[src/abw_pkg.sv]
package abw_pkg;

  // ----------------------------------------------------------------
  // Counter clock divide ratios (system clock cycles per count tick)
  // ----------------------------------------------------------------
  localparam int unsigned PRESCALE_W = 9;
  localparam logic [PRESCALE_W-1:0] DIV_FAST_LAST = 9'h01f; // /32
  localparam logic [PRESCALE_W-1:0] DIV_MID_LAST  = 9'h07f; // /128
  localparam logic [PRESCALE_W-1:0] DIV_SLOW_LAST = 9'h1ff; // /512
  localparam logic [PRESCALE_W-1:0] PRESCALE_ZERO = 9'h000;
  localparam logic [PRESCALE_W-1:0] PRESCALE_ONE  = 9'h001;

  // ----------------------------------------------------------------
  // Divisor counter
  // ----------------------------------------------------------------
  localparam int unsigned DIV_W = 16;
  localparam logic [DIV_W-1:0] DIV_RESET = 16'h0000;
  localparam logic [DIV_W-1:0] DIV_START = 16'h0001;
  localparam logic [DIV_W-1:0] DIV_ONE   = 16'h0001;
  localparam logic [DIV_W-1:0] DIV_MAX   = 16'hffff;

  // ----------------------------------------------------------------
  // Sync character edge count
  // ----------------------------------------------------------------
  localparam int unsigned EDGE_W = 3;
  localparam logic [EDGE_W-1:0] EDGE_FIRST = 3'h1;
  localparam logic [EDGE_W-1:0] EDGE_LAST  = 3'h5;
  localparam logic [EDGE_W-1:0] EDGE_ONE   = 3'h1;
  localparam logic [EDGE_W-1:0] EDGE_ZERO  = 3'h0;

  // ----------------------------------------------------------------
  // Sequencer states
  // ----------------------------------------------------------------
  typedef enum logic [2:0] {
    ABW_IDLE       = 3'b000,
    ABW_WAKE_ARMED = 3'b001,
    ABW_WAKE_BREAK = 3'b010,
    ABW_CAL_START  = 3'b011,
    ABW_CAL_FIRST  = 3'b100,
    ABW_CAL_COUNT  = 3'b101
  } abw_state_e;

endpackage

[src/abw_autobaud_wake.sv]
`timescale 1ns/1ps
// How it works
// - Autobaud enable starts calibration; receiver held idle until done.
// - Divisor counter starts on first receive rising edge after start bit.
// - Measures 55h sync; ends at fifth rising edge, after eight bits.
// - At fifth edge: keep count, clear autobaud enable, set receive flag.
// - Reading receive data clears receive flag; software discards that data.
// - Both divisor halves form one 16-bit counter during calibration.
// - Count clock: 1,1 osc/32; 1,0 or 0,1 osc/128; 0,0 osc/512.
// - Counter runs at one eighth of normal prescaler base rate.
// - Counter starts at one; software subtracts one afterwards.
// - Wake plus autobaud enabled: calibrate on byte after the break.
// - Counter overflow sets overflow flag; counting continues to fifth edge.
// - Overflow flag clearable; stays set while autobaud enable still set.
// - Wake enable disables reception; falling receive edge is wake event.
// - Wake on break works only in asynchronous mode.
// - Wake event sets receive flag; reading receive data clears it.
// - Rising edge ending break clears wake enable; then idle.
// - In sleep, divisor generator stops and no reception occurs.
// - Nonzero character: low time to first rise counts as wake.

module abw_autobaud_wake (
  // Clock and reset
  input  wire logic                       clock,
  input  wire logic                       reset_n,
  // Serial line
  input  wire logic                       rx_in,
  // Software control strobes and divisor write data
  input  wire logic                       autobaud_enable_set,
  input  wire logic                       autobaud_enable_clr,
  input  wire logic                       overflow_clr,
  input  wire logic                       wake_enable_set,
  input  wire logic                       wake_enable_clr,
  input  wire logic                       receive_data_read,
  input  wire logic                       divisor_write,
  input  wire logic [abw_pkg::DIV_W-1:0]  divisor_wdata,
  // Configuration levels
  input  wire logic                       wide_divisor_select,
  input  wire logic                       high_speed_select,
  input  wire logic                       async_mode,
  input  wire logic                       sleep_mode,
  // Status
  output logic                            autobaud_enable,
  output logic                            autobaud_overflow_flag,
  output logic                            wake_on_break_enable,
  output logic                            receive_irq_flag,
  output logic [7:0]                      divisor_high,
  output logic [7:0]                      divisor_low,
  output logic                            receiver_idle_status,
  output logic                            receiver_hold
);

  import abw_pkg::*;

  // ----------------------------------------------------------------
  // Declarations
  // ----------------------------------------------------------------
  abw_state_e                state;
  abw_state_e                next_state;
  logic                      rx_prev;
  logic                      rx_rise;
  logic                      rx_fall;
  logic [PRESCALE_W-1:0]     prescale;
  logic [PRESCALE_W-1:0]     next_prescale;
  logic [PRESCALE_W-1:0]     prescale_last;
  logic                      tick;
  logic                      next_tick;
  logic [DIV_W-1:0]          divisor;
  logic [DIV_W-1:0]          next_divisor;
  logic [EDGE_W-1:0]         edges;
  logic [EDGE_W-1:0]         next_edges;
  logic                      next_autobaud_enable;
  logic                      next_autobaud_overflow_flag;
  logic                      next_wake_on_break_enable;
  logic                      next_receive_irq_flag;
  logic                      next_receiver_idle_status;
  logic                      next_receiver_hold;
  logic                      cal_done;
  logic                      cal_overflow;
  logic                      wake_event;
  logic                      wake_end;
  logic                      abd_live;
  logic                      wake_live;

  // ----------------------------------------------------------------
  // Receive line edges
  // ----------------------------------------------------------------
  // Line is taken as synchronous, so a single history flop suffices.
  always_ff @(posedge clock or negedge reset_n) begin
    if (!reset_n) begin
      rx_prev <= 1'b1;
    end else begin
      rx_prev <= rx_in;
    end
  end

  assign rx_rise = rx_in & ~rx_prev;
  assign rx_fall = ~rx_in & rx_prev;

  // ----------------------------------------------------------------
  // Count clock prescaler
  // ----------------------------------------------------------------
  // Ratios already include the divide by eight against the base clock.
  always_comb begin
    if (wide_divisor_select && high_speed_select) begin
      prescale_last = DIV_FAST_LAST;
    end else if (wide_divisor_select || high_speed_select) begin
      prescale_last = DIV_MID_LAST;
    end else begin
      prescale_last = DIV_SLOW_LAST;
    end
  end

  always_comb begin
    next_prescale = prescale;
    next_tick     = 1'b0;
    if (sleep_mode) begin
      next_prescale = PRESCALE_ZERO;
    end else if (prescale >= prescale_last) begin
      next_prescale = PRESCALE_ZERO;
      next_tick     = 1'b1;
    end else begin
      next_prescale = prescale + PRESCALE_ONE;
    end
  end

  always_ff @(posedge clock or negedge reset_n) begin
    if (!reset_n) begin
      prescale <= PRESCALE_ZERO;
      tick     <= 1'b0;
    end else begin
      prescale <= next_prescale;
      tick     <= next_tick;
    end
  end

  // ----------------------------------------------------------------
  // Sequencer
  // ----------------------------------------------------------------
  // Wake handling takes precedence, so calibration waits for the byte
  // that follows the break.
  assign wake_live = wake_on_break_enable && async_mode;
  assign abd_live  = autobaud_enable && !autobaud_enable_clr;

  always_comb begin
    next_state = state;
    case (state)
      ABW_IDLE: begin
        if (wake_live) begin
          next_state = ABW_WAKE_ARMED;
        end else if (abd_live) begin
          next_state = ABW_CAL_START;
        end
      end
      ABW_WAKE_ARMED: begin
        if (!wake_live) begin
          next_state = ABW_IDLE;
        end else if (rx_fall) begin
          next_state = ABW_WAKE_BREAK;
        end
      end
      ABW_WAKE_BREAK: begin
        if (!wake_live || rx_rise) begin
          next_state = ABW_IDLE;
        end
      end
      ABW_CAL_START: begin
        if (!abd_live) begin
          next_state = ABW_IDLE;
        end else if (rx_fall && !sleep_mode) begin
          next_state = ABW_CAL_FIRST;
        end
      end
      ABW_CAL_FIRST: begin
        if (!abd_live) begin
          next_state = ABW_IDLE;
        end else if (rx_rise && !sleep_mode) begin
          next_state = ABW_CAL_COUNT;
        end
      end
      ABW_CAL_COUNT: begin
        if (!abd_live || cal_done) begin
          next_state = ABW_IDLE;
        end
      end
      default: begin
        next_state = ABW_IDLE;
      end
    endcase
  end

  always_ff @(posedge clock or negedge reset_n) begin
    if (!reset_n) begin
      state <= ABW_IDLE;
    end else begin
      state <= next_state;
    end
  end

  // ----------------------------------------------------------------
  // Sequence events
  // ----------------------------------------------------------------
  assign wake_event = (state == ABW_WAKE_ARMED) && wake_live && rx_fall;
  assign wake_end   = (state == ABW_WAKE_BREAK) && wake_live && rx_rise;
  assign cal_done   = (state == ABW_CAL_COUNT) && abd_live && rx_rise
                      && !sleep_mode && (edges == EDGE_LAST - EDGE_ONE);
  assign cal_overflow = (state == ABW_CAL_COUNT) && tick
                        && (divisor == DIV_MAX);

  // ----------------------------------------------------------------
  // Divisor counter and edge count
  // ----------------------------------------------------------------
  // Software may load the divisor, but a running calibration owns it.
  always_comb begin
    next_divisor = divisor;
    next_edges   = edges;
    if (state == ABW_CAL_FIRST && rx_rise && abd_live && !sleep_mode) begin
      next_divisor = DIV_START;
      next_edges   = EDGE_FIRST;
    end else if (state == ABW_CAL_COUNT) begin
      if (tick) begin
        next_divisor = divisor + DIV_ONE;
      end
      if (rx_rise && !sleep_mode) begin
        next_edges = edges + EDGE_ONE;
      end
    end else if (divisor_write) begin
      next_divisor = divisor_wdata;
      next_edges   = EDGE_ZERO;
    end else begin
      next_edges = EDGE_ZERO;
    end
  end

  always_ff @(posedge clock or negedge reset_n) begin
    if (!reset_n) begin
      divisor <= DIV_RESET;
      edges   <= EDGE_ZERO;
    end else begin
      divisor <= next_divisor;
      edges   <= next_edges;
    end
  end

  // ----------------------------------------------------------------
  // Calibration flags
  // ----------------------------------------------------------------
  // Hardware sets win over software clears in the same cycle.
  always_comb begin
    next_autobaud_enable = autobaud_enable;
    if (autobaud_enable_set) begin
      next_autobaud_enable = 1'b1;
    end else if (autobaud_enable_clr || cal_done) begin
      next_autobaud_enable = 1'b0;
    end

    // A clear while enable stands is lost; an abort drops enable first
    next_autobaud_overflow_flag = autobaud_overflow_flag;
    if (cal_overflow) begin
      next_autobaud_overflow_flag = 1'b1;
    end else if (overflow_clr && !autobaud_enable) begin
      next_autobaud_overflow_flag = 1'b0;
    end
  end

  always_ff @(posedge clock or negedge reset_n) begin
    if (!reset_n) begin
      autobaud_enable        <= 1'b0;
      autobaud_overflow_flag <= 1'b0;
    end else begin
      autobaud_enable        <= next_autobaud_enable;
      autobaud_overflow_flag <= next_autobaud_overflow_flag;
    end
  end

  // ----------------------------------------------------------------
  // Wake and receive flags
  // ----------------------------------------------------------------
  // Break end wins over a same-cycle set; software must set it again.
  always_comb begin
    next_wake_on_break_enable = wake_on_break_enable;
    if (wake_end) begin
      next_wake_on_break_enable = 1'b0;
    end else if (wake_enable_set) begin
      next_wake_on_break_enable = 1'b1;
    end else if (wake_enable_clr) begin
      next_wake_on_break_enable = 1'b0;
    end

    next_receive_irq_flag = receive_irq_flag;
    if (cal_done || wake_event) begin
      next_receive_irq_flag = 1'b1;
    end else if (receive_data_read) begin
      next_receive_irq_flag = 1'b0;
    end
  end

  always_ff @(posedge clock or negedge reset_n) begin
    if (!reset_n) begin
      wake_on_break_enable <= 1'b0;
      receive_irq_flag     <= 1'b0;
    end else begin
      wake_on_break_enable <= next_wake_on_break_enable;
      receive_irq_flag     <= next_receive_irq_flag;
    end
  end

  // ----------------------------------------------------------------
  // Receiver status
  // ----------------------------------------------------------------
  // Normal receiver is parked whenever either feature owns the line;
  // a set wake bit parks it in any mode, so nothing is half-received.
  always_comb begin
    next_receiver_hold = next_autobaud_enable
                         || next_wake_on_break_enable
                         || sleep_mode;
    next_receiver_idle_status = (next_state == ABW_IDLE)
                                || (next_state == ABW_WAKE_ARMED)
                                || (next_state == ABW_CAL_START);
  end

  always_ff @(posedge clock or negedge reset_n) begin
    if (!reset_n) begin
      receiver_hold        <= 1'b0;
      receiver_idle_status <= 1'b1;
    end else begin
      receiver_hold        <= next_receiver_hold;
      receiver_idle_status <= next_receiver_idle_status;
    end
  end

  // ----------------------------------------------------------------
  // Divisor outputs
  // ----------------------------------------------------------------
  // Both halves always come from the one 16-bit register.
  assign divisor_high = divisor[DIV_W-1:8];
  assign divisor_low  = divisor[7:0];

endmodule // abw_autobaud_wake

[config.mk]
export PLATFORM = sky130hd
export DESIGN_NAME = abw_autobaud_wake
export DESIGN_NICKNAME = d
export VERILOG_FILES = /design/src/abw_pkg.sv /design/src/abw_autobaud_wake.sv
export SDC_FILE = /design/constraint.sdc
export NUM_CORES = 1
export LEC_CHECK = 0
export ABC_CLOCK_PERIOD_IN_PS = 1800
export BUFFER_PORTS_ARGS = -buffer_cell sky130_fd_sc_hd__buf_2
export CAP_MARGIN = 25
export CORE_ASPECT_RATIO = 1.75
export CORE_UTILIZATION = 30
export CTS_BUF_LIST = sky130_fd_sc_hd__clkbuf_8
export DETAILED_ROUTE_END_ITERATION = 16
export PLACE_DENSITY = 0.55
export SLEW_MARGIN = 40
export SYNTH_ARGS = -nofsm -noshare
export SYNTH_HDL_FRONTEND = slang
export SYNTH_SLANG_ARGS = --single-unit
export TNS_END_PERCENT = 20
[constraint.sdc]
create_clock -name clock -period 1.8 [get_ports clock]
set_input_delay 0.18 -clock clock [delete_from_list [all_inputs] [get_ports clock]]
set_output_delay 0.18 -clock clock [all_outputs]
set_load 0.005 [all_outputs]
Yosys cells after proc, flatten, opt, wreduce, memory -nomap -nowiden
Index checks and enable logic that the tools add are counted.

$lt $le $gt $ge: 1. Eq/ne operators: 11. Reduce and logical (&&, ||, !) cells: 39. Bitwise gates (word level): 4. Mux-type cells: 33. Add/sub/neg operators: 3.

Operators with widths (number): two-way mux 16 bit (4); two-way mux 3 bit (13); two-way mux 9 bit (4); logical AND 1 bit (19); case mux 3 bit (6 select lines) (1); adder 16 x 1 -> 16 bit (second input constant) (1); equality test 16 bit (second input constant) (1); two-way mux 1 bit (11); adder 9 x 1 -> 9 bit (second input constant) (1); equality test 3 x 2 -> 1 bit (second input constant) (3); equality test 3 bit (second input constant) (3); greater-or-equal comparator 9 bit (1); logical OR 1 bit (9); equality test 3 x 1 -> 1 bit (second input constant) (2); zero test 3 bit (2); inequality test 3 x 2 -> 1 bit (second input constant) (2); zero test 1 bit (5); nonzero test 2 bit (2); adder 3 x 1 -> 3 bit (second input constant) (1); nonzero test 3 bit (1); AND 1 bit (2); NOT 1 bit (2); AND reduction 2 bit (1).

Flip-flop bits (word level): 39. Output and inout port bits: 22. Bits of input ports: 30. Word-level logic and storage cells: 103.

Depth between registers and ports, before layout
Gate-level depths: netlist of the first run.

Depth in word-level cells: 12. Mapped depth: 7. Gate-level depth less buffers: 6.

Worst setup path after synthesis of the first run
No wires, ideal clock.

Path type: reg-to-reg. From: register rx_prev. To: register divisor[14]. Buffers on the path: 0. Setup time: 0.121 ns. Arrival time: 1.606 ns. Path slack: 0.073 ns. Period minus slack after synthesis: 1.727 ns. Cell stages (with the launch flop): 6. Data required time: 1.679 ns. Cells stage by stage: dfstp_2 or3b_4 or4_4 nand2_2 nand2_1 a22o_1.

Word-level cells in the longest chain between the ends: 7. Elaborated cells between the ends (all ways): 9. Those cells by class: eq/ne: 1; mux: 1; bitwise: 2; reduce/logical: 5.

Ends and longest elaborated chain: start, declared (RTL line abw_autobaud_wake.sv:60) `logic rx_prev;`; start signal, assigned (RTL line abw_autobaud_wake.sv:93) `rx_prev <= rx_in;`; NOT 1 bit (*) (RTL line abw_autobaud_wake.sv:97) `assign rx_rise = rx_in & ~rx_prev;`; AND 1 bit (*) (RTL line abw_autobaud_wake.sv:97); logical AND 1 bit (*) (3 in a row) (RTL line abw_autobaud_wake.sv:217) `if (state == ABW_CAL_FIRST && rx_rise && abd_live && !sleep_mode) begin`; inequality test 3 x 2 -> 1 bit (no line) / nonzero test 3 bit (equally long branches); AND reduction 2 bit (no line); end signal, assigned (RTL line abw_autobaud_wake.sv:240) `divisor <= next_divisor;`; end, declared (RTL line abw_autobaud_wake.sv:68) `logic [DIV_W-1:0] divisor;`.

Mark *: on every way between the ends. The rest lies on a longest branch, timed or not. A chain may end at the register's enable or synchronous reset.

Worst setup path after layout of the first run
From: register rx_prev. To: register divisor[7].

The elaborated chain is that of the path after synthesis.

==> results.sh, run 1 <==
export IMPL_status="finished, final reports clean"
export IMPL_post_cts_setup_buffers=0
export IMPL_cp_required_ns=2.00
export IMPL_postRouteAntennaNets=0
export IMPL_pin_count=52
export IMPL_syn2layout_area_growth_pct=29.6
export IMPL_synth_mux_area_share_pct=0.441
export IMPL_drive_gt1_share_pct=29.1
export IMPL_fin_ws_ns=0.0472
export IMPL_hold_class="input port to flop"
export IMPL_finalClockSkew_ns=0.00889
export IMPL_cts_buffers=5
export IMPL_start_kind="flop"
export IMPL_clock_path_buffers=2
export IMPL_coreArea_um2=7280
export IMPL_routed_wl_mm=6.37
export IMPL_fmax_mhz=571
export IMPL_fin_nets=370
export IMPL_syn_nets=291
export IMPL_die_x_um=67.8
export IMPL_post_route_min_period_ns=1.75
export IMPL_period_share_pct=97.4
export IMPL_ys_types=52
export IMPL_r2r_start="rx_prev"
export IMPL_yosys_warnings=0
export IMPL_synth_top_family_by_area="simple AND/OR/NAND/NOR gates"
export IMPL_yosys_area_share_xor_xnor_pct=3.09
export IMPL_p_sw_mw=0.575
export IMPL_wl_per_cell_um=15.2
export IMPL_fin_util_pct=40.4
export IMPL_syn_cell_area_um2=2270
export IMPL_grt_max_degree=40
export IMPL_syn_inst=253
export IMPL_cts_tree="yes"
export IMPL_grt_ovfl_total=0
export IMPL_powerDensity_nw_per_um2=666
export IMPL_htreeDepth=2
export IMPL_worstHoldStart="autobaud_enable_set"
export IMPL_grt_total_usage_pct=18.3
export IMPL_hold_path_end="autobaud_enable"
export IMPL_n_antenna_cell=0
export IMPL_final_hold_viol_count=0
export IMPL_setup_tns_ns=0
export IMPL_worst_hold_slack_ns=0.0994
export IMPL_synth_adder_area_share_pct=4.41
export IMPL_avgViaCountPerCell=5.26
export IMPL_leakage_nw=1.40
export IMPL_tightest_slew_ns=0.487
export IMPL_ys_async_sr_fraction_pct=100
export IMPL_grt_pass1_wl_mm=10.8
export IMPL_maxCapViolCount=0
export IMPL_num_vias=2202
export IMPL_die_y_um=117
export IMPL_peakVddDrop_v=0.000256
export IMPL_regToRegSetupSlack_ns=0.05
export IMPL_p_int_mw=1.38
export IMPL_hold_depth=2
export IMPL_initial_utilization_pct=31.2
export IMPL_r2r_end="divisor[7]"
export IMPL_synth_simple_area_share_pct=26.3
export IMPL_cts_root_buf="clkbuf_8"
export IMPL_placed_area_um2=2830
export IMPL_synth_ff_type="dfrtp_1"
export IMPL_dr_pass1_iters=4
export IMPL_yosysSeqAreaShare_pct=43.1
export IMPL_p_comb_share_pct=19.0
export IMPL_crit_fanout=4
export IMPL_drv_slew=0
export IMPL_slew_headroom_pct=67.1
export IMPL_clock_sinks=39
export IMPL_setup_viol=0
export IMPL_grt_setup_unrepaired="yes"
export IMPL_grt_pass1_vias=2224
export IMPL_clock_power_share_pct=29.9
export IMPL_routabilityCongestion=0.797
export IMPL_critPathKind="flop to flop"
export IMPL_io_buffers=51
export IMPL_p_seq_share_pct=51.1
export IMPL_syn_area_per_cell_um2=8.98
export IMPL_r2r_cells=4
export IMPL_route_detailed_drc=0
export IMPL_setup_worst_path_start="rx_prev"
export IMPL_antenna_found_initial=0
export IMPL_cp_data_arrival_time_ns=1.95
export IMPL_clk_pin_slew_worst_paths_ns=0.08
export IMPL_switching_share_pct=29.4
export IMPL_cp_end_kind="flop"
export IMPL_synth_edf_count=0
export IMPL_die_area_um2=7940
export IMPL_ys_ff_latch=39
export IMPL_dpl_hpwl_mm=4.85
export IMPL_clock_latency_ns=0.30
export IMPL_fillers=774
export IMPL_drtIter0Drc=137
export IMPL_final_area_um2=2940
export IMPL_synth_compound_area_share_pct=19.4
export IMPL_pre_cts_ws_ns=-0.0331
export IMPL_rows=41
==> cells by family after synthesis <==
group | count (synthesis)
buf+inv | 19
fa+ha+maj | 8
mux | 1
compound gates | 69
flops | 39
simple gates | 109
xor+xnor | 8
==> area by class of cell <==
class                   instances  area (µm²)  share of cell area [%]
well taps                      86         108                    3.66
clock inverters                 3        12.5                   0.425
multi-input cells             195        1240                    42.1
repair buffers                 82         503                    17.1
inverters                       9        33.8                    1.15
clock buffers                   5        68.8                    2.34
flip-flops and latches         39         978                    33.2
==> worst max-delay path: stages, from the launching register on <==
cell and delay [ns]:
dfstp_2 0.37, or3b_4 0.36, or4_4 0.52, buf_4 0.16, a32o_1 0.24
==> repair_timing <==
| action | CTS | global route |
|---|---|---|
| hold buffers | 1 | 0 |
| gates resized for setup | 2 | 2 |
| hold endpoints to repair | 37 | 0 |
| setup endpoints to repair | 3 | 15 |
==> cell usage after synthesis (2+ instances only) <==
master	instances	share of area [%]
nand2b_1	2	0.55
nor3_1	17	3.7
dfrtp_1	37	41
ha_1	8	4.4
inv_1	9	1.5
and4b_1	2	0.88
nor3b_1	6	2.0
buf_2	2	0.44
o41ai_1	4	1.5
clkbuf_1	8	1.3
xor2_1	7	2.7
a2bb2oi_1	2	0.77
nand2_1	18	3.0
nor2b_1	3	0.83
and3b_1	2	0.77
a41oi_1	2	0.77
and4_1	2	0.77
dfstp_2	2	2.3
a22o_1	3	1.2
and2_1	5	1.4
and3_1	7	1.9
nand3_1	12	2.6
nand4_1	3	0.83
nor4_1	2	0.55
nor2_1	19	3.1
o211ai_1	2	0.66
a21o_1	3	0.99
a22oi_1	3	0.99
o21ai_0	21	4.6
o22ai_1	3	0.83
a21oi_1	16	3.5
==> metrics by stage <==
| step | power [mW] | instances |
|---|---|---|
| after floorplan | 1.18 | 253 |
| after global placement | 1.39 | 410 |
| after detailed placement | 1.39 | 410 |
| after CTS | 1.99 | 419 |
| after global routing | 2.08 | 419 |
| final | 1.96 | 419 |
==> routing by layer <==
| layer | routed length, µm | part of all wire (%) | track usage, % | vias to the layer above |
|---|---|---|---|---|
| met4 | 186 | 2.9 | 8.06 | 0 |
| met5 | 0 | 0 | 0 | - |
| met3 | 236 | 3.7 | 3.20 | 12 |
| li1 | - | - | - | 1090 |
| met2 | 3630 | 57 | 33.7 | 46 |
| met1 | 2320 | 36 | 19.7 | 1054 |
==> worst max path at each step <==
stage | slack, ns | cells past startpoint | endpoint
detailed placement | -0.03 | 7 | prescale[3]
global placement | 0.02 | 6 | tick
CTS | 0.03 | 5 | divisor[14]
floorplan | 0.07 | 5 | divisor[14]
global route | -0.02 | 5 | state[0]
finish | 0.05 | 4 | divisor[7]
==> power by group through the flow <==
stage                     Clock (mW)  Sequential (mW)  Combinational (mW)
after global routing           0.638             1.01               0.426
after detailed placement           0             1.02               0.374
after CTS                      0.609             1.00               0.378
final                          0.586             1.00               0.372
after floorplan                    0             1.01               0.170
after global placement             0             1.01               0.372
==> sequential cells by signal (all words and copies together), names as in the netlist, 3 cells and up <==
name      flops
divisor      16
edges         3
prescale      9
state         3
==> cells in the final DEF, fill, tap and decap left out, types with 2 or more instances in the layout <==
| cell type | instances |
|---|---|
| buf_2 | 51 |
| dfrtp_1 | 37 |
| buf_4 | 29 |
| o21ai_0 | 21 |
| nand2_1 | 18 |
| nor2_1 | 18 |
| nor3_1 | 17 |
| a21oi_1 | 16 |
| inv_1 | 11 |
| nand3_1 | 11 |
| ha_1 | 8 |
| and3_1 | 7 |
| xor2_1 | 7 |
| nor3b_1 | 6 |
| and2_1 | 5 |
| clkbuf_8 | 5 |
| o41ai_1 | 4 |
| nor2b_1 | 3 |
| a21o_1 | 3 |
| nand4_1 | 3 |
| a22o_1 | 3 |
| o22ai_1 | 3 |
| a22oi_1 | 3 |
| nand2b_1 | 2 |
| and3b_1 | 2 |
| a41oi_1 | 2 |
| and4b_1 | 2 |
| and4_1 | 2 |
| nor4_1 | 2 |
| o211ai_1 | 2 |
| a2bb2oi_1 | 2 |
| dfstp_2 | 2 |
Note: power is estimated with default switching activity, not from simulation.
==> run 2, diff against run 1 <==
--- a/config.mk
+++ b/config.mk
@@ -8,11 +8,13 @@
 export ABC_CLOCK_PERIOD_IN_PS = 1800
 export BUFFER_PORTS_ARGS = -buffer_cell sky130_fd_sc_hd__buf_2
 export CAP_MARGIN = 25
+export CELL_PAD_IN_SITES_DETAIL_PLACEMENT = 1
+export CELL_PAD_IN_SITES_GLOBAL_PLACEMENT = 2
 export CORE_ASPECT_RATIO = 1.75
 export CORE_UTILIZATION = 30
 export CTS_BUF_LIST = sky130_fd_sc_hd__clkbuf_8
 export DETAILED_ROUTE_END_ITERATION = 16
-export PLACE_DENSITY = 0.55
+export PLACE_DENSITY = 0.82
 export SLEW_MARGIN = 40
 export SYNTH_ARGS = -nofsm -noshare
 export SYNTH_HDL_FRONTEND = slang
==> run 2 against run 1 <==
Routed wire length grew 12%. Sequential share of layout area is 0.56 points lower. Combinational power rose by 8.9%. Clock power grew 18%. Sequential power is essentially flat. Worst hold slack worse by 0.0066 ns. Power grew 6.8%. Die area did not move. Global-route usage up 1.3 points. Cell count did not move. Non-clock buffer count did not move. Core utilization rose by 0.69 points.
==> results.sh, run 2 (same netlist as run 1, synthesis figures left out) <==
export IMPL_syn2layout_area_growth_pct=31.8
export IMPL_n_antenna_cell=0
export IMPL_grt_setup_unrepaired="yes"
export IMPL_rows=41
export IMPL_path_cells="buf_4 > nor3b_1 > nand3_1 > a221oi_1 > o41ai_1"
export IMPL_period_share_pct=96.9
export IMPL_finalClockSkew_ns=0.00610
export IMPL_clock_path_buffers=2
export IMPL_status="finished, final reports clean"
export IMPL_crit_fanout=5
export IMPL_die_x_um=67.8
export IMPL_top_regs="divisor: 16 flops, prescale: 9 flops"
export IMPL_setup_tns_ns=0
export IMPL_fin_nets=370
export IMPL_fillers=892
export IMPL_post_route_min_period_ns=1.74
export IMPL_worstHoldStart="autobaud_enable_set"
export IMPL_fin_cells=419
export IMPL_r2r_cells=5
export IMPL_clk_pin_slew_worst_paths_ns=0.08
export IMPL_cp_slowest_cell="a221oi_1"
export IMPL_mostFrequentLayoutCells="51 x buf_2, 37 x dfrtp_1, 28 x buf_4"
export IMPL_cts_tree="yes"
export IMPL_pre_cts_ws_ns=-0.0170
export IMPL_routabilityCongestion=0.749
export IMPL_fmax_mhz=574
export IMPL_grt_pass1_vias=2414
export IMPL_start_kind="flop"
export IMPL_r2r_start="rx_prev"
export IMPL_setup_viol=0
export IMPL_drv_slew=0
export IMPL_grt_total_usage_pct=19.6
export IMPL_cpLargestDelayFamily="compound AO/OA/AOI/OAI gates"
export IMPL_final_hold_viol_count=0
export IMPL_drive_gt1_share_pct=30.3
export IMPL_avgViaCountPerCell=5.51
export IMPL_cts_buffers=5
export IMPL_dpl_hpwl_mm=5.58
export IMPL_fin_ws_ns=0.0567
export IMPL_clock_latency_ns=0.31
export IMPL_initial_utilization_pct=31.2
export IMPL_slowest_delay_ns=0.44
export IMPL_cts_root_buf="clkbuf_8"
export IMPL_use_met2_pct=38.2
export IMPL_clock_sinks=39
export IMPL_hold_path_end="autobaud_enable"
export IMPL_gr_usage_met1_pct=18.8
export IMPL_leakage_nw=1.42
export IMPL_io_buffers=51
export IMPL_cp_required_ns=1.97
export IMPL_regToRegSetupSlack_ns=0.06
export IMPL_routed_wl_mm=7.12
export IMPL_cp_data_arrival_time_ns=1.91
export IMPL_largest_register_ffs=16
export IMPL_placed_area_um2=2840
export IMPL_die_y_um=117
export IMPL_hold_class="input port to flop"
export IMPL_hold_depth=2
export IMPL_worst_hold_slack_ns=0.0928
export IMPL_dr_pass1_iters=4
export IMPL_pin_count=52
export IMPL_grt_use_met3_pct=3.49
export IMPL_final_common_cell="buf_2"
export IMPL_coreArea_um2=7280
export IMPL_route_detailed_drc=0
export IMPL_htreeDepth=2
export IMPL_grt_max_degree=38
export IMPL_final_area_um2=2990
export IMPL_regMostFlops="divisor"
export IMPL_grt_ovfl_total=0
export IMPL_place_inst=410
export IMPL_die_area_um2=7940
export IMPL_tightest_slew_ns=0.495
export IMPL_postRouteAntennaNets=0
export IMPL_num_vias=2307
export IMPL_slew_headroom_pct=67.0
export IMPL_powerDensity_nw_per_um2=699
export IMPL_top_usage_layer="met2"
export IMPL_maxCapViolCount=0
export IMPL_drtIter0Drc=82
export IMPL_peakVddDrop_v=0.000306
export IMPL_grt_pass1_wl_mm=11.5
export IMPL_cp_num_buf_inv=1
export IMPL_critPathKind="flop to flop"
export IMPL_wl_per_cell_um=17.0
export IMPL_r2r_end="state[0]"
export IMPL_cp_end_kind="flop"
export IMPL_antenna_found_initial=0
run 2: stage by stage:
stage	total power, mW	util, %
CTS	2.10	40.7
global route	2.20	41.1
detailed placement	1.42	39.0
finish	2.09	41.1
global placement	1.40	39.0
floorplan	1.18	-
run 2: cell type report:
class	instances	area, µm²	share of cell area, %
Multi-Input combinational cell	195	1260	42.0
Sequential cell	39	978	32.7
Timing Repair Buffer	82	515	17.2
Tap cell	86	108	3.60
Clock buffer	7	96.3	3.22
Inverter	9	33.8	1.13
Clock inverter	1	3.75	0.125
run 2: worst max path at each step:
| stage | endpoint | cells after the start | slack [ns] | from |
|---|---|---|---|---|
| floorplan | divisor[14] | 5 | 0.07 | rx_prev |
| global placement | tick | 6 | 0.009 | high_speed_select |
| detailed placement | prescale[7] | 7 | -0.02 | high_speed_select |
| CTS | divisor[14] | 5 | 0.02 | rx_prev |
| global route | state[0] | 5 | -0.05 | rx_prev |
| finish | state[0] | 5 | 0.06 | rx_prev |
run 2: what timing repair did:
item	4_1_cts	5_1_grt
endpoints found under the setup margin	2	24
hold buffers	1	0
buffers inserted	0	0
resized for setup	2	6
pin swaps	0	1
endpoints found under the hold margin	16	0
run 2: where the power goes:
| group | total [mW] | internal, mW | switching [mW] |
|---|---|---|---|
| registers | 0.996 | 0.938 | 0.0578 |
| clock network | 0.692 | 0.345 | 0.347 |
| logic | 0.405 | 0.198 | 0.208 |
run 2: routing by layer:
metal / routed length (µm) / up-vias
li1: - / 1091
met1: 2550 / 1155
met2: 4130 / 46
met3: 217 / 15
met4: 222 / 0
met5: 0 / -
==> run 3, diff against run 2 <==
--- a/config.mk
+++ b/config.mk
@@ -10,7 +10,7 @@
 export CAP_MARGIN = 25
 export CELL_PAD_IN_SITES_DETAIL_PLACEMENT = 1
 export CELL_PAD_IN_SITES_GLOBAL_PLACEMENT = 2
-export CORE_ASPECT_RATIO = 1.75
+export CORE_ASPECT_RATIO = 0.7
 export CORE_UTILIZATION = 30
 export CTS_BUF_LIST = sky130_fd_sc_hd__clkbuf_8
 export DETAILED_ROUTE_END_ITERATION = 16
==> run 3 against run 2 <==
Register-to-register slack about the same. Fmax rose by 0.33%. Via count down 4.2%. Non-clock buffer count fell by 1. Clock power down 7.7%. Core utilization down 0.23 points. Sequential share of layout area is essentially flat. Sequential cell count unchanged. Critical path depth unchanged. Die area down 0.10%. Cell count up 2.6%. Global-route usage shrank 1.2 points. Highest routed layer unchanged.
==> results.sh, run 3 (same netlist as run 1, synthesis figures left out) <==
export IMPL_status="finished, final reports clean"
export IMPL_switching_share_pct=30.9
export IMPL_largest_register_ffs=16
export IMPL_avgViaCountPerCell=5.14
export IMPL_n_antenna_cell=0
export IMPL_mostFrequentLayoutCells="51 x buf_2, 37 x dfrtp_1, 26 x buf_4"
export IMPL_top_regs="divisor: 16 flops, prescale: 9 flops"
export IMPL_rows=26
export IMPL_r2r_cells=5
export IMPL_peakVddDrop_v=0.000269
export IMPL_coreArea_um2=7320
export IMPL_die_x_um=106
export IMPL_grt_total_usage_pct=18.4
export IMPL_syn2layout_area_growth_pct=31.7
export IMPL_hold_class="input port to flop"
export IMPL_dr_pass1_iters=6
export IMPL_slew_headroom_pct=70.1
export IMPL_cts_buffers=5
export IMPL_cts_tree="yes"
export IMPL_post_route_min_period_ns=1.74
export IMPL_powerDensity_nw_per_um2=679
export IMPL_fin_nets=369
export IMPL_route_detailed_drc=0
export IMPL_finalClockSkew_ns=0.00489
export IMPL_worstHoldStart="autobaud_enable_set"
export IMPL_clock_power_share_pct=31.5
export IMPL_leakage_nw=1.40
export IMPL_p_sw_mw=0.627
export IMPL_wl_per_cell_um=16.1
export IMPL_grt_pass1_wl_mm=11.4
export IMPL_period_share_pct=96.5
export IMPL_grt_setup_unrepaired="yes"
export IMPL_maxCapViolCount=0
export IMPL_grt_ovfl_total=0
export IMPL_htreeDepth=2
export IMPL_io_buffers=51
export IMPL_final_hold_viol_count=0
export IMPL_p_comb_share_pct=19.3
export IMPL_cp_data_arrival_time_ns=1.92
export IMPL_routed_wl_mm=6.92
export IMPL_p_seq_share_pct=49.2
export IMPL_die_y_um=74.8
export IMPL_start_kind="flop"
export IMPL_setup_tns_ns=0
export IMPL_tightest_slew_ns=0.448
export IMPL_worst_hold_slack_ns=0.150
export IMPL_antenna_found_initial=0
export IMPL_routabilityCongestion=0.829
export IMPL_drv_slew=0
export IMPL_num_vias=2210
export IMPL_clk_pin_slew_worst_paths_ns=0.09
export IMPL_postRouteAntennaNets=0
export IMPL_pin_count=52
export IMPL_initial_utilization_pct=31.0
export IMPL_setup_worst_path_start="rx_prev"
export IMPL_grt_max_degree=38
export IMPL_drive_gt1_share_pct=29.5
export IMPL_die_area_um2=7930
export IMPL_dpl_hpwl_mm=5.13
export IMPL_cp_end_kind="flop"
export IMPL_clock_sinks=39
export IMPL_hold_depth=2
export IMPL_critPathKind="flop to flop"
export IMPL_final_common_cell="buf_2"
export IMPL_grt_pass1_vias=2248
export IMPL_cts_root_buf="clkbuf_8"
export IMPL_fin_ws_ns=0.0623
export IMPL_setup_viol=0
export IMPL_drtIter0Drc=64
export IMPL_clock_path_buffers=2
export IMPL_fin_util_pct=40.9
export IMPL_pre_cts_ws_ns=-0.0586
export IMPL_crit_fanout=4
export IMPL_fmax_mhz=575
export IMPL_p_int_mw=1.40
export IMPL_regMostFlops="divisor"
export IMPL_r2r_start="rx_prev"
export IMPL_clock_latency_ns=0.30
export IMPL_cp_required_ns=1.98
[run 3: cell count changes in the layout (fill, tap and decap cells not counted), sizes merged]
cell,change
buf,-1
clkbuf,-2
clkinvlp,+2
[run 3: final timing paths]
check,slack (ns),to
max,0.06,divisor[14]
min in group asynchronous,0.35,divisor[13]
max reg2reg,0.06,divisor[14]
min reg2reg,0.53,receive_irq_flag
max in group asynchronous,0.97,prescale[6]
min,0.15,autobaud_enable
[run 3: stage by stage]
step	instance area, µm²	cells	power (mW)
global route	2990	430	2.14
CTS	2970	429	2.05
global placement	2860	420	1.39
floorplan	2270	253	1.18
finish	2990	430	2.03
detailed placement	2860	420	1.40
[run 3: area by class of cell]
| type | instances | area (µm²) |
|---|---|---|
| tap | 98 | 123 |
| multi-input combinational | 195 | 1240 |
| clock inverter | 3 | 23.8 |
| inverter | 9 | 33.8 |
| timing repair buffer | 81 | 520 |
| fill | 884 | 4330 |
| clock buffer | 5 | 68.8 |
| sequential | 39 | 978 |
[run 3: what timing repair did]
action	4_1_cts	5_1_grt
endpoints found under the hold margin	14	0
hold buffers	1	0
setup buffers	0	1
pin swaps	0	1
endpoints found under the setup margin	11	12
resized for setup	2	3
[run 3: per-layer routing]
layer / track usage [%] / vias up / part of all wire [%]
met1: 26.6 / 1082 / 52
met4: 3.70 / 0 / 0.53
met5: 0 / - / 0
li1: - / 1090 / -
met2: 29.2 / 34 / 44
met3: 3.20 / 4 / 2.6
[run 3: worst max-delay path, cell delays in order, from the launching register on]
cell and delay (ns):
dfstp_2 0.38, or3b_4 0.37, or4_4 0.47, nand2_4 0.11, nand2_1 0.06, a22o_1 0.24
[run 3: power groups by stage]
stage / logic (mW) / registers (mW) / clock network, mW
4_1_cts: 0.395 / 1.00 / 0.659
2_1_floorplan: 0.170 / 1.01 / 0
3_3_place_gp: 0.380 / 1.01 / 0
6_report: 0.391 / 1.00 / 0.639
5_1_grt: 0.441 / 1.01 / 0.691
3_5_place_dp: 0.387 / 1.02 / 0
